===== config.mk =====
export PLATFORM = sky130hd
export DESIGN_NAME = audio_clock_src_pdm_capture_cfg
export DESIGN_NICKNAME = d
export VERILOG_FILES = /design/src/hdl/pdm_pair_capture.v /design/src/hdl/audio_clock_src_pdm_capture_cfg.v
export VERILOG_INCLUDE_DIRS = /design/src /design/src/hdl
export SDC_FILE = /design/constraint.sdc
export NUM_CORES = 1
export LEC_CHECK = 0
export BUFFER_PORTS_ARGS = -buffer_cell sky130_fd_sc_hd__buf_2
export CAP_MARGIN = 15
export CORE_ASPECT_RATIO = 0.9
export CORE_MARGIN = 2
export CORE_UTILIZATION = 57
export DETAILED_ROUTE_END_ITERATION = 10
export MAX_ROUTING_LAYER = met4
export PLACE_DENSITY_LB_ADDON = 0.1
export SYNTH_ARGS = -nofsm -noshare
export SYNTH_HDL_FRONTEND = slang
export SYNTH_SLANG_ARGS = --single-unit

===== constraint.sdc =====
create_clock -name sys_clk -period 5 [get_ports sys_clk]
set_input_delay 0.25 -clock sys_clk [delete_from_list [all_inputs] [get_ports sys_clk]]
set_output_delay 0.25 -clock sys_clk [all_outputs]
set_load 0.01 [all_outputs]

===== src/hdl/audio_clock_defs.vh =====
// Register offsets, field positions, reset values and clock constants for the clock config block
`ifndef AUDIO_CLOCK_DEFS_VH
`define AUDIO_CLOCK_DEFS_VH

`define ADDR_CTRL_CFG      8'h13
`define ADDR_ROOT_CLOCK_SOURCE_CFG       8'h16
`define ADDR_PDM_DIV       8'h1F
`define ADDR_PDM_EDGE      8'h20
`define ADDR_PIN_CFG       8'h21

`define RST_CTRL_CFG       8'h02
`define RST_ROOT_CLOCK_SOURCE_CFG        8'h10
`define RST_PDM_DIV        8'h40
`define RST_PDM_EDGE       8'h00
`define RST_PIN_CFG        8'h22
`define RST_DIV_CODE       2'h0
`define RST_PIN_FUNC       4'h2
`define RST_PIN_DRIVE      3'h2

// One-hot register select shared by the write and read paths
`define HIT_NONE           5'h00
`define HIT_CTRL           5'h01
`define HIT_ROOT_CLOCK_SOURCE_CFG        5'h02
`define HIT_PDM_DIV        5'h04
`define HIT_PDM_EDGE       5'h08
`define HIT_PIN_CFG        5'h10

`define CTL_TARGET_BIT     7
`define CTL_PLL_BYP_BIT    5
`define CTL_FAMILY_BIT     3
`define SRC_ROOT_BIT       7
`define SRC_MODE_BIT       6
`define SRC_RATIO_MSB      5
`define SRC_RATIO_LSB      3
`define CTL_FREQ_MSB       2
`define CTL_FREQ_LSB       0
`define PDM_DIV_MSB        1
`define PDM_DIV_LSB        0
`define EDGE_PAIR1_BIT     7
`define PIN_FUNC_MSB       7
`define PIN_FUNC_LSB       4
`define PIN_DRV_MSB        2
`define PIN_DRV_LSB        0
`define MASK_CTRL          8'hAF
`define MASK_ROOT_CLOCK_SOURCE_CFG       8'hF8
`define MASK_PDM_EDGE      8'hF0
`define MASK_PIN_CFG       8'hF7

`define ROOT_BIT_CLOCK     1'b0
`define ROOT_REF_CLOCK     1'b1

// PDM clock frequencies; 48 kHz family in kHz, then 44.1 kHz family in Hz
`define PDM_KHZ_48_0       24'd3072
`define PDM_KHZ_48_1       24'd1536
`define PDM_KHZ_48_2       24'd768
`define PDM_KHZ_48_3       24'd6144
`define PDM_HZ_44_0        24'd2822400
`define PDM_HZ_44_1        24'd1411200
`define PDM_HZ_44_2        24'd705600
`define PDM_HZ_44_3        24'd5644800
`define KHZ_TO_HZ          24'd1000

// Reference ratios
`define RATIO_0            12'd64
`define RATIO_1            12'd256
`define RATIO_2            12'd384
`define RATIO_3            12'd512
`define RATIO_4            12'd768
`define RATIO_5            12'd1024
`define RATIO_6            12'd1536
`define RATIO_7            12'd2304

// Reference frequencies in kHz
`define REF_KHZ_0          15'd12000
`define REF_KHZ_1          15'd12288
`define REF_KHZ_2          15'd13000
`define REF_KHZ_3          15'd16000
`define REF_KHZ_4          15'd19200
`define REF_KHZ_5          15'd19680
`define REF_KHZ_6          15'd24000
`define REF_KHZ_7          15'd24576

`endif


===== src/hdl/pdm_pair_capture.v =====
// One PDM data pin captured on both edges of the PDM clock into two channels
`default_nettype none

module pdm_pair_capture (
	// Clock and reset
	input  wire sys_clk,
	input  wire rst,
	// PDM sampling
	input  wire pdm_clk_rise,
	input  wire pdm_clk_fall,
	input  wire pdm_data,
	input  wire latch_edge,
	// Captured channels
	output reg  odd_chan_reg,
	output reg  even_chan_reg
);

	// Edge 0: odd on falling, even on rising; edge 1 swaps
	wire odd_take  = latch_edge ? pdm_clk_rise : pdm_clk_fall;
	wire even_take = latch_edge ? pdm_clk_fall : pdm_clk_rise;

	always @(posedge sys_clk or posedge rst) begin
		if (rst) begin
			odd_chan_reg  <= 1'b0;
			even_chan_reg <= 1'b0;
		end else begin
			if (odd_take)
				odd_chan_reg <= pdm_data;
			if (even_take)
				even_chan_reg <= pdm_data;
		end
	end

endmodule

`default_nettype wire


===== src/hdl/audio_clock_src_pdm_capture_cfg.v =====
// Clock source, reference ratio, PDM divider and PDM edge configuration with register port
`default_nettype none
`include "audio_clock_defs.vh"

module audio_clock_src_pdm_capture_cfg (
	// Clock and reset
	input  wire        sys_clk,
	input  wire        rst,
	// Register port
	input  wire [7:0]  reg_addr,
	input  wire [7:0]  reg_wdata,
	input  wire        reg_wr,
	input  wire        reg_rd,
	output reg  [7:0]  reg_rdata_reg,
	// PDM inputs
	input  wire        pdm_clk_rise,
	input  wire        pdm_clk_fall,
	input  wire [3:0]  pdm_data,
	// Captured channels, bit 0 is channel 1
	output reg  [7:0]  pdm_chan_reg,
	// Derived clocking
	output reg         controller_mode_reg,
	output reg         pll_enable_reg,
	output reg         root_is_ref_clock_reg,
	output reg  [11:0] ref_ratio_reg,
	output reg         ratio_in_use_reg,
	output reg         freq_from_ratio_reg,
	output reg  [14:0] ref_freq_khz_reg,
	output reg  [23:0] pdm_clock_hz_reg,
	output reg  [1:0]  pdm_clock_divider_reg,
	// Multi-function pin
	output reg  [3:0]  multi_pin_function_reg,
	output reg  [2:0]  multi_pin_drive_reg
);

	reg [7:0] ctrl_cfg_reg;
	reg [7:0] root_clock_source_cfg_reg;
	reg [7:0] pdm_clock_divider_cfg_reg;
	reg [7:0] pdm_input_edge_cfg_reg;
	reg [7:0] multi_pin_config_reg;
	reg [7:0] rdata_next;

	function [11:0] ratio_decode;
		input [2:0] code;
		case (code)
			3'h0: ratio_decode = `RATIO_0;
			3'h1: ratio_decode = `RATIO_1;
			3'h2: ratio_decode = `RATIO_2;
			3'h3: ratio_decode = `RATIO_3;
			3'h4: ratio_decode = `RATIO_4;
			3'h5: ratio_decode = `RATIO_5;
			3'h6: ratio_decode = `RATIO_6;
			default: ratio_decode = `RATIO_7;
		endcase
	endfunction

	function [14:0] freq_decode;
		input [2:0] code;
		case (code)
			3'h0: freq_decode = `REF_KHZ_0;
			3'h1: freq_decode = `REF_KHZ_1;
			3'h2: freq_decode = `REF_KHZ_2;
			3'h3: freq_decode = `REF_KHZ_3;
			3'h4: freq_decode = `REF_KHZ_4;
			3'h5: freq_decode = `REF_KHZ_5;
			3'h6: freq_decode = `REF_KHZ_6;
			default: freq_decode = `REF_KHZ_7;
		endcase
	endfunction

	function [23:0] pdm_decode;
		input [1:0] code;
		input       fam44;
		case (code)
			2'h0: pdm_decode = fam44 ? `PDM_HZ_44_0 : `PDM_KHZ_48_0 * `KHZ_TO_HZ;
			2'h1: pdm_decode = fam44 ? `PDM_HZ_44_1 : `PDM_KHZ_48_1 * `KHZ_TO_HZ;
			2'h2: pdm_decode = fam44 ? `PDM_HZ_44_2 : `PDM_KHZ_48_2 * `KHZ_TO_HZ;
			default: pdm_decode = fam44 ? `PDM_HZ_44_3 : `PDM_KHZ_48_3 * `KHZ_TO_HZ;
		endcase
	endfunction

	// Address decode, shared by the write and read paths
	function [4:0] reg_hit;
		input [7:0] addr;
		if (addr == `ADDR_CTRL_CFG)
			reg_hit = `HIT_CTRL;
		else if (addr == `ADDR_ROOT_CLOCK_SOURCE_CFG)
			reg_hit = `HIT_ROOT_CLOCK_SOURCE_CFG;
		else if (addr == `ADDR_PDM_DIV)
			reg_hit = `HIT_PDM_DIV;
		else if (addr == `ADDR_PDM_EDGE)
			reg_hit = `HIT_PDM_EDGE;
		else if (addr == `ADDR_PIN_CFG)
			reg_hit = `HIT_PIN_CFG;
		else
			reg_hit = `HIT_NONE;
	endfunction

	wire [4:0] addr_hit = reg_hit(reg_addr);

	wire is_ctrl   = ctrl_cfg_reg[`CTL_TARGET_BIT];
	wire pll_byp   = ctrl_cfg_reg[`CTL_PLL_BYP_BIT];
	wire fam44     = ctrl_cfg_reg[`CTL_FAMILY_BIT];
	wire root_ref  = !is_ctrl && pll_byp &&
	                 (root_clock_source_cfg_reg[`SRC_ROOT_BIT] == `ROOT_REF_CLOCK);

	// Field slices, so the decode below carries no bit numbers
	wire [2:0] ratio_code   = root_clock_source_cfg_reg[`SRC_RATIO_MSB:`SRC_RATIO_LSB];
	wire [2:0] freq_code    = ctrl_cfg_reg[`CTL_FREQ_MSB:`CTL_FREQ_LSB];
	wire [1:0] div_code     = pdm_clock_divider_cfg_reg[`PDM_DIV_MSB:`PDM_DIV_LSB];
	wire [3:0] pin_function = multi_pin_config_reg[`PIN_FUNC_MSB:`PIN_FUNC_LSB];
	wire [2:0] pin_drive    = multi_pin_config_reg[`PIN_DRV_MSB:`PIN_DRV_LSB];

	// Register writes; masks keep reserved read-only bits at zero
	always @(posedge sys_clk or posedge rst) begin
		if (rst) begin
			ctrl_cfg_reg              <= `RST_CTRL_CFG;
			root_clock_source_cfg_reg <= `RST_ROOT_CLOCK_SOURCE_CFG;
			pdm_clock_divider_cfg_reg <= `RST_PDM_DIV;
			pdm_input_edge_cfg_reg    <= `RST_PDM_EDGE;
			multi_pin_config_reg      <= `RST_PIN_CFG;
		end else if (reg_wr) begin
			if (addr_hit == `HIT_CTRL)
				ctrl_cfg_reg <= reg_wdata & `MASK_CTRL;
			else if (addr_hit == `HIT_ROOT_CLOCK_SOURCE_CFG)
				root_clock_source_cfg_reg <= reg_wdata & `MASK_ROOT_CLOCK_SOURCE_CFG;
			else if (addr_hit == `HIT_PDM_DIV)
				pdm_clock_divider_cfg_reg <= reg_wdata;
			else if (addr_hit == `HIT_PDM_EDGE)
				pdm_input_edge_cfg_reg <= reg_wdata & `MASK_PDM_EDGE;
			else if (addr_hit == `HIT_PIN_CFG)
				multi_pin_config_reg <= reg_wdata & `MASK_PIN_CFG;
		end
	end

	// Unmapped addresses read as zero
	always @* begin
		rdata_next = 8'h00;
		if (addr_hit == `HIT_CTRL)
			rdata_next = ctrl_cfg_reg;
		else if (addr_hit == `HIT_ROOT_CLOCK_SOURCE_CFG)
			rdata_next = root_clock_source_cfg_reg;
		else if (addr_hit == `HIT_PDM_DIV)
			rdata_next = pdm_clock_divider_cfg_reg;
		else if (addr_hit == `HIT_PDM_EDGE)
			rdata_next = pdm_input_edge_cfg_reg;
		else if (addr_hit == `HIT_PIN_CFG)
			rdata_next = multi_pin_config_reg;
	end

	// Derived settings are registered so outputs lag a write by one cycle
	always @(posedge sys_clk or posedge rst) begin
		if (rst) begin
			reg_rdata_reg          <= 8'h00;
			controller_mode_reg    <= 1'b0;
			pll_enable_reg         <= 1'b1;
			root_is_ref_clock_reg  <= 1'b0;
			ref_ratio_reg          <= `RATIO_2;
			ratio_in_use_reg       <= 1'b0;
			freq_from_ratio_reg    <= 1'b0;
			ref_freq_khz_reg       <= `REF_KHZ_2;
			pdm_clock_hz_reg       <= `PDM_KHZ_48_0 * `KHZ_TO_HZ;
			pdm_clock_divider_reg  <= `RST_DIV_CODE;
			multi_pin_function_reg <= `RST_PIN_FUNC;
			multi_pin_drive_reg    <= `RST_PIN_DRIVE;
		end else begin
			if (reg_rd)
				reg_rdata_reg <= rdata_next;
			controller_mode_reg   <= is_ctrl;
			pll_enable_reg        <= !pll_byp;
			root_is_ref_clock_reg <= root_ref;
			ref_ratio_reg         <= ratio_decode(ratio_code);
			ratio_in_use_reg      <= is_ctrl || root_ref;
			freq_from_ratio_reg   <= is_ctrl && root_clock_source_cfg_reg[`SRC_MODE_BIT];
			ref_freq_khz_reg      <= freq_decode(freq_code);
			pdm_clock_hz_reg      <= pdm_decode(div_code, fam44);
			pdm_clock_divider_reg <= div_code;
			multi_pin_function_reg <= pin_function;
			multi_pin_drive_reg    <= pin_drive;
		end
	end

	wire [7:0] chan_w;

	// Pair n (1..4) uses edge bit 8-n; ascending bits of chan hold channels 1..8
	genvar p;
	generate
		for (p = 0; p < 4; p = p + 1) begin : g_pair
			pdm_pair_capture u_pair (
				.sys_clk       (sys_clk),
				.rst           (rst),
				.pdm_clk_rise  (pdm_clk_rise),
				.pdm_clk_fall  (pdm_clk_fall),
				.pdm_data      (pdm_data[p]),
				.latch_edge    (pdm_input_edge_cfg_reg[`EDGE_PAIR1_BIT-p]),
				.odd_chan_reg  (chan_w[2*p]),
				.even_chan_reg (chan_w[2*p+1])
			);
		end
	endgenerate

	always @(posedge sys_clk or posedge rst) begin
		if (rst)
			pdm_chan_reg <= 8'h00;
		else
			pdm_chan_reg <= chan_w;
	end

endmodule

`default_nettype wire


## Word-level counts from Yosys, hierarchy flattened

Index checks and enable logic that the tools add are counted.

- Register bits: 119
- Input port bits: 26
- Output and inout port bits: 81
- Logic and storage cells: 93

- Equal/unequal tests: 24
- Multiplexer cells: 25
- Bitwise gates (word level): 4
- Reductions and logical operators: 14

Operators with widths:

| cell | number |
|---|---|
| 15-bit case mux with 7 select lines | 1 |
| 12-bit case mux with 7 select lines | 1 |
| 23-bit case mux with 3 select lines | 1 |
| 8-bit 2-to-1 mux | 5 |
| 5-bit 2-to-1 mux | 5 |
| 8-bit by 5-bit == test with 1-bit output (second input constant) | 3 |
| 20-bit 2-to-1 mux | 1 |
| 19-bit 2-to-1 mux | 1 |
| 3-bit == test (second input constant) | 6 |
| 18-bit 2-to-1 mux | 1 |
| 17-bit 2-to-1 mux | 1 |
| 8-bit by 6-bit == test with 1-bit output (second input constant) | 2 |
| 3-bit by 2-bit == test with 1-bit output (second input constant) | 4 |
| 1-bit 2-to-1 mux | 8 |
| 3-bit by 1-bit == test with 1-bit output (second input constant) | 2 |
| 3-bit logical NOT | 2 |
| 6-bit AND reduction | 1 |
| 5-bit by 1-bit == test with 1-bit output (second input constant) | 1 |
| 5-bit by 2-bit == test with 1-bit output (second input constant) | 1 |
| 5-bit by 3-bit == test with 1-bit output (second input constant) | 1 |
| 5-bit by 4-bit == test with 1-bit output (second input constant) | 1 |
| 5-bit == test (second input constant) | 1 |
| 5-bit AND reduction | 1 |
| 1-bit inverter | 4 |
| 9 further kinds | 12 |

## Longest topological paths before layout

Gate-level depths: netlist of run 1.

- Depth in word-level cells: 12
- Mapped depth: 6

## Hierarchy

A second synthesis of run 1 with hierarchy kept.

- Cells, all modules: 314
- Area total of the unflattened synthesis: 4145.2 sq um

Modules (own cells, without submodules):

| module | times used | cells an instance | area an instance (sq um) | seq. area each (sq um) |
|---|---|---|---|---|
| audio_clock_src_pdm_capture_cfg | 1 | 286 | 3759.9 | 2356.0 |
| pdm_pair_capture | 4 | 7 | 96.3 | 50.0 |

## Worst setup path before layout of run 1

Ideal clock, no wire load.

- Path type: input to register
- Start point: input port reg_addr[1]
- End point: register multi_pin_config_reg[0]
- Data arrival time: 1.381 ns
- Data required time: 4.875 ns
- Setup slack: 3.495 ns
- Cell stages on the path: 5
- Path buffers: 1
- Path through: or3b_1 buf_2 nor3_4 nand3_2 mux2_2

- Cells in the longest elaborated chain, start to end: 9

RTL lines:

| element | RTL line | RTL |
|---|---|---|
| start, declared | audio_clock_src_pdm_capture_cfg.v:10 | `input wire [7:0] reg_addr,` |
| 8-bit by 6-bit == test with 1-bit output (no line) | - |  |
| 5-bit 2-to-1 mux | audio_clock_src_pdm_capture_cfg.v:93 | `` else if (addr == `ADDR_PIN_CFG) `` |
| 5-bit 2-to-1 mux | audio_clock_src_pdm_capture_cfg.v:91 | `` else if (addr == `ADDR_PDM_EDGE) `` |
| 5-bit 2-to-1 mux | audio_clock_src_pdm_capture_cfg.v:89 | `` else if (addr == `ADDR_PDM_DIV) `` |
| 5-bit 2-to-1 mux | audio_clock_src_pdm_capture_cfg.v:87 | `` else if (addr == `ADDR_ROOT_CLOCK_SOURCE_CFG) `` |
| 5-bit 2-to-1 mux * | audio_clock_src_pdm_capture_cfg.v:85 | `` if (addr == `ADDR_CTRL_CFG) `` |
| 5-bit by 4-bit == test with 1-bit output (no line), or another cell as far along | - |  |
| 1-bit inverter (no line) | - |  |
| 6-bit AND reduction (no line) * | - |  |
| end signal, assigned | audio_clock_src_pdm_capture_cfg.v:121 | `` multi_pin_config_reg <= `RST_PIN_CFG; `` |
| end signal, assigned | audio_clock_src_pdm_capture_cfg.v:132 | `` multi_pin_config_reg <= reg_wdata & `MASK_PIN_CFG; `` |
| end, declared | audio_clock_src_pdm_capture_cfg.v:40 | `reg [7:0] multi_pin_config_reg;` |

Every way passes the cells marked *; elsewhere a longest branch is shown, timed or not.
A chain may end at the register's enable or synchronous reset.

## Worst setup path in the final report of run 1

- Start point: input port reg_addr[1]
- End point: register multi_pin_config_reg[6]

The elaborated chain is that of the path after synthesis.

==> results of run 1 <==
==> path summary, 6_finish.rpt <==
kind                                          from                             end  slack, ns  cells past startpoint
hold reg to reg            multi_pin_config_reg[1]          multi_pin_drive_reg[1]       0.38                      0
min in group asynchronous                      rst            pdm_clock_hz_reg[11]       0.32                      3
setup / recovery                       reg_addr[1]         multi_pin_config_reg[6]       3.54                      5
setup reg to reg                   ctrl_cfg_reg[0]                reg_rdata_reg[0]       3.71                      4
hold / removal                         pdm_data[3]  g_pair[3].u_pair.even_chan_reg       0.12                      2
max in group asynchronous                      rst                ref_ratio_reg[8]       3.69                      5
==> final cells by class <==
class	instances	area, sq um
fillers	556	2300
flip-flops and latches	101	2560
inverters	7	28.8
clock buffers	11	131
clock inverters	5	37.5
repair buffers	92	490
well taps	93	116
multi-input cells	188	1420
==> layer usage <==
layer  wire length [um]  track usage, %  share of wire, %  up-vias
li1                   -               -                 -     1228
met2               3480            29.9                46       95
met3                531            5.51               7.0        9
met5                  0               -                 0        -
met1               3500            29.2                46     1257
met4                 79            6.19               1.0        0
==> cell usage in the layout (no fill, tap or decap), drive strengths merged, types with 2 or more instances in the layout <==
cell / n
a31oi: 3
clkbuf: 11
xnor2: 6
xor2: 2
nor2b: 3
clkinvlp: 2
nand3b: 2
a32oi: 4
o22ai: 2
nor3: 7
or3: 2
and3: 2
and2: 4
buf: 91
mux2: 40
nor4b: 4
conb: 17
dfstp: 23
o21ai: 9
a21oi: 8
nor3b: 3
dfrtp: 78
nand2b: 4
a22o: 2
clkinv: 2
nand2: 14
nor2: 18
mux2i: 12
nand3: 6
inv: 8
==> power groups by stage <==
stage                     registers (mW)  clock network, mW  logic (mW)
final                              0.905              0.450       0.165
after CTS                          0.905              0.464       0.165
after floorplan                    0.927                  0       0.102
after detailed placement           0.920                  0       0.164
after global routing               0.911              0.501       0.183
after global placement             0.919                  0       0.161
==> kinds of logic (layout without fill, tap and decap cells) <==
| kind of cell | Yosys count | count (layout) | synth area share [%] |
|---|---|---|---|
| DFF | 101 | 101 | 61.3 |
| and+or+nand+nor | 76 | 76 | 11.4 |
| muxes | 52 | 52 | 13.7 |
| buffers and inverters | 47 | 115 | 6.27 |
| AOI/OAI and AO/OA | 35 | 35 | 5.64 |
| xor gates and xnor gates | 8 | 8 | 1.68 |
| other | 1 | 17 | 0.0899 |
==> worst max-delay path, stage by stage <==
cell     delay, ns
buf_2         0.10
or3b_1        0.53
nor3_4        0.22
nand3_2       0.24
mux2_2        0.35
==> per-stage QoR <==
stage / instance area, sq um / instances
floorplan: 4230 / 336
global placement: 4570 / 479
detailed placement: 4570 / 479
CTS: 4750 / 496
global route: 4780 / 497
finish: 4780 / 497
==> key figures, run 1 <==
Synthesis
  • Most used flip-flop cell after synthesis: dfrtp_1
  • Synth top cells by count: 78 x dfrtp_1, 40 x mux2_2, 23 x dfstp_2
  • Distinct cells, synth: 49
  • Seq/Total Area, Yosys: about 61%
  • Count leader, synth: dfrtp_1
  • Area leader, netlist: dfrtp_1
  • Mean Syn Cell Area: about 13 sq um
  • Flip-flop and latch count after synthesis: ~100
  • Number of synthesized flops with an enable pin: 0
  • Async SR Flop Fraction: 100%
  • Post-synth top area share: roughly 47%
  • Yosys warnings: 0
  • Top post-synthesis cells by area: dfrtp_1 47%, dfstp_2 14%, mux2_2 11%, buf_4 3.2%, mux2i_1 2.9%
  • Gate Count Post-Synth: 320
  • Synthesized cell area: roughly 0.0042 sq mm

Power and ir drop
  • Switching Fraction: 25.8%
  • NetSw: ~0.4 mW
  • Leak pwr: around 2.3 nW
  • Reg power frac: between 50% and 60%
  • Clock network fraction of total power: roughly 30%
  • Pwr Density: 318 mW/mm^2
  • Internal: ~1.1 mW
  • VDD IR-drop max: 0.256 mV
  • Combinational share of power: ~11%
  • Pwr Total: about 1.5 mW

Place
  • PortBufs: 89
  • Placed wire-length estimate: ~5200 um
  • Gp weighted congestion: a little over 0.8
  • Worst slack at placement: between 3 and 4 ns

Final layout
  • Antenna Diode Count: 0
  • Util after Layout: a little under 70%
  • Final net count: between 400 and 500
  • P&R area growth vs syn: 14.5%
  • Max reg flops: 16
  • Ratio of cells with drive above 1 in the final layout: 45.0%

Worst setup path
  • Critical Path Fanout Max: 7
  • Worst setup SP type: primary input
  • WP data required: between 5 and 6 ns
  • Critical Path Sink Type: flop
  • Critical path class: primary input to flop
  • Worst Path Arrival: about 1.7 ns

CTS
  • Clk sinks: 101
  • Root Driver: clkbuf_8
  • Post-CTS Resized: 0
  • CTS Hold Bufs: 1
  • CTS tree: built
  • CTS H-tree lvls: 3
  • CTS clk-pin slew, worst paths: roughly 0.10 ns
  • Skew-Pair Late Insertion Delay: 0.36 ns
  • Post-CTS setup buffers: 0
  • Clock buffer count from CTS: 9
  • Clock Path Buffers: 2

Global route
  • First-pass GRT wire length: 12300 um
  • Overall Global Routing Usage: just over 20%
  • Vias in the first global route: roughly 2500
  • Largest net degree at the start of global routing: between 90 and 100
  • Initial antenna violation count: 0
  • GR Overflow Total: 0

Drt
  • Antenna Nets Post-Route: 0
  • DR vias: between 2000 and 3000
  • Drt first pass iters: 4
  • Residual DRC: 0
  • Routed WL: 7600 um
  • Vias/cell: around 5.2
  • Routed wire per std cell: around 15 um
  • DR iter-0 viols: about 150

Timing
  • Final setup margin: ~3.5 ns
  • Rel. slew slack: 60.6%
  • Clock Skew: about 0.015 ns
  • Worst Max-Slew Pin Slew: 0.590 ns
  • Period utilization: ~30%
  • Fin Hold WS: 0.124 ns
  • Max Slew Vio Count: 0
  • Final min period: 1.46 ns
  • Setup total negative slack: 0 ns
  • Count of final setup violators: 0
  • Final Hold Viols: 0
  • RSZ-0062 raised after global routing: false
  • Max Fclk: 685 MHz

Hold path
  • HP Class: primary input to flop

Floorplan
  • Die width: between 90 and 100 um
  • Initial core utilization: 59.0%
  • Die span in y: roughly 85 um
  • Ports: ~110
  • Die area: about 0.008 sq mm
  • Num rows: 29
  • Core Area: 0.00708 sq mm

Job
  • Max-cap viol count: 0

Run status
  • Status: complete, no violations
Power figures use the tool's default switching activity.
==> run 2: changes to the inputs <==
--- a/config.mk
+++ b/config.mk
@@ -10,7 +10,7 @@
 export CAP_MARGIN = 15
 export CORE_ASPECT_RATIO = 0.9
 export CORE_MARGIN = 2
-export CORE_UTILIZATION = 57
+export CORE_UTILIZATION = 47
 export DETAILED_ROUTE_END_ITERATION = 10
 export MAX_ROUTING_LAYER = met4
 export PLACE_DENSITY_LB_ADDON = 0.1
==> constraint.sdc (replaced) <==
create_clock -name sys_clk -period 1.3 [get_ports sys_clk]
set_input_delay 0.065 -clock sys_clk [delete_from_list [all_inputs] [get_ports sys_clk]]
set_output_delay 0.065 -clock sys_clk [all_outputs]
set_load 0.01 [all_outputs]
==> run 2 against run 1 <==
Combinational power rose to 4.4 times the previous value. Clock-buffer cell count rose by 2. Critical path depth fell by 2. Via count rose by 5.6%. Sequential cell count did not move. Largest cell class unchanged. Worst setup slack got worse by 3.5 ns. Cell area rose by 7.5%. Routed wire length rose by 4.9%. Power rose to 4.0 times the previous value. Critical path type is now flop to flop.
==> key figures, run 2 (synthesis gave the netlist of run 1 again) <==
CTS
  • Clock buffer count from CTS: 9
  • Skew-Pair Late Insertion Delay: ~0.35 ns
  • CTS H-tree lvls: 3
  • Clk sinks: 101
  • Root Driver: clkbuf_8
  • CTS clk-pin slew, worst paths: around 0.09 ns
  • CTS tree: built
  • Clock Path Buffers: 2
  • Post-CTS setup buffers: 0

Place
  • PortBufs: 89
  • Placed wire-length estimate: approximately 5600 um
  • Gp weighted congestion: slightly above 0.8

Final layout
  • Area of the multi-input gates: 0.00143 sq mm
  • Register Area: 0.00256 sq mm
  • Util after Layout: roughly three fifths
  • Final net count: between 400 and 500
  • Antenna Diode Count: 0
  • # fillers: between 700 and 800
  • Max reg flops: 16
  • Ratio of cells with drive above 1 in the final layout: 47.3%
  • Most frequent cells in the layout: 89 x buf_2, 78 x dfrtp_1, 40 x mux2_2, 24 x buf_4, 23 x dfstp_2
  • P&R area growth vs syn: 23.1%
  • Most common cell after layout, fill and taps aside: buf_2

Timing
  • Worst Max-Slew Pin Slew: 0.586 ns
  • Final min period: ~1.2 ns
  • Fin Hold WS: between 0.05 and 0.06 ns
  • Count of final setup violators: 0
  • Max Slew Vio Count: 0
  • Clock Skew: ~0.009 ns
  • Max Fclk: a little over 800 MHz
  • Rel. slew slack: 60.9%
  • Final Hold Viols: 0
  • Period utilization: 93.9%
  • RSZ-0062 raised after global routing: false

Floorplan
  • Die area: 0.00965 sq mm
  • Die span in y: 93.4 um
  • Die width: around 100 um
  • Core Area: 0.00861 sq mm
  • Ports: 107
  • Initial core utilization: just under 50%
  • Num rows: 32

Worst setup path
  • Worst setup SP type: flop
  • Critical Path Sink Type: flop
  • Critical path class: flop to flop
  • CP max stage cell: dfstp_2
  • Critical Path Fanout Max: 3
  • WP data required: approximately 1.6 ns
  • CP peak stage delay: approximately 0.56 ns
  • Worst path top cell family by delay: flip-flops
  • Worst Path Arrival: ~1.5 ns
  • Critical-path cell list: nor4b_1 -> o21ai_0 -> a31oi_1
  • Critical path buffer and inverter count: 0

Power and ir drop
  • Leak pwr: ~2.5 nW
  • Pwr Density: 1200 mW/mm^2
  • VDD IR-drop max: about 0.80 mV

Drt
  • Vias/cell: between 4 and 5
  • Antenna Nets Post-Route: 0
  • DR vias: between 2000 and 3000
  • Drt first pass iters: 4
  • Residual DRC: 0
  • Routed wire per std cell: 14.3 um
  • DR iter-0 viols: 76
  • Routed WL: roughly 8000 um

Global route
  • Overall Global Routing Usage: between 10% and 20%
  • Largest net degree at the start of global routing: slightly above 100
  • First-pass GRT wire length: about 13000 um
  • Initial antenna violation count: 0
  • GR Overflow Total: 0
  • Vias in the first global route: 2614

Run status
  • Status: complete, no violations

Hold path
  • HP Class: primary input to flop

Job
  • Max-cap viol count: 0
run 2: cell types whose count changed in the layout (fill, tap and decap cells not counted), sizes merged:
| cell | delta |
|---|---|
| bufinv | +1 |
| clkbuf | +2 |
| dlygate4sd3 | +10 |
| clkinvlp | +1 |
| inv | -2 |
| clkinv | -2 |
| buf | +24 |
run 2: power by group:
part           leakage (nW)  switching [mW]  internal [mW]
Sequential             1.26           0.102           3.36
Clock                0.0899            1.01          0.947
Combinational          1.14           0.391          0.329
Total                  2.49            1.50           4.64
run 2: timing repair:
item	4_1_cts	5_1_grt
setup endpoints to repair	0	2
resized for setup	0	2
hold buffers	11	0
endpoints found under the hold margin	104	0
run 2: path summary, 6_finish.rpt:
check	startpoint	end	slack, ns	cells past startpoint
min in group asynchronous	rst	pdm_chan_reg[4]	0.39	4
max in group asynchronous	rst	ref_freq_khz_reg[6]	0.47	4
worst max register to register	multi_pin_config_reg[1]	reg_rdata_reg[1]	0.08	3
worst max-delay path	multi_pin_config_reg[1]	reg_rdata_reg[1]	0.08	3
worst min register to register	multi_pin_config_reg[5]	multi_pin_function_reg[1]	0.37	0
worst min-delay path	reg_wdata[7]	pdm_input_edge_cfg_reg[7]	0.05	2
run 2: layer usage:
layer / vias to the layer above / global-route usage, % / share of wire [%]
li1: 1292 / - / -
met1: 1337 / 24.7 / 46
met2: 87 / 25.8 / 46
met3: 19 / 4.78 / 5.2
met4: 0 / 8.00 / 2.7
met5: - / - / 0
run 2: area by class of cell:
class | instances | share of cell area (%)
multi-input cells | 188 | 27.9
clock inverters | 3 | 0.877
inverters | 7 | 0.585
repair buffers | 126 | 15.1
well taps | 119 | 2.90
flip-flops and latches | 101 | 49.8
clock buffers | 13 | 2.90
run 2: stage by stage:
stage	total power [mW]	instance area, sq um	instances	setup WS [ns]	TNS [ns]
floorplan	3.96	4240	336	-0.0202	-0.169
global placement	4.22	4820	530	-0.160	-2.82
detailed placement	4.23	4820	530	-0.239	-3.39
CTS	6.23	5120	557	0.0578	0
global route	6.44	5130	557	0.0227	0
finish	6.15	5130	557	0.0789	0
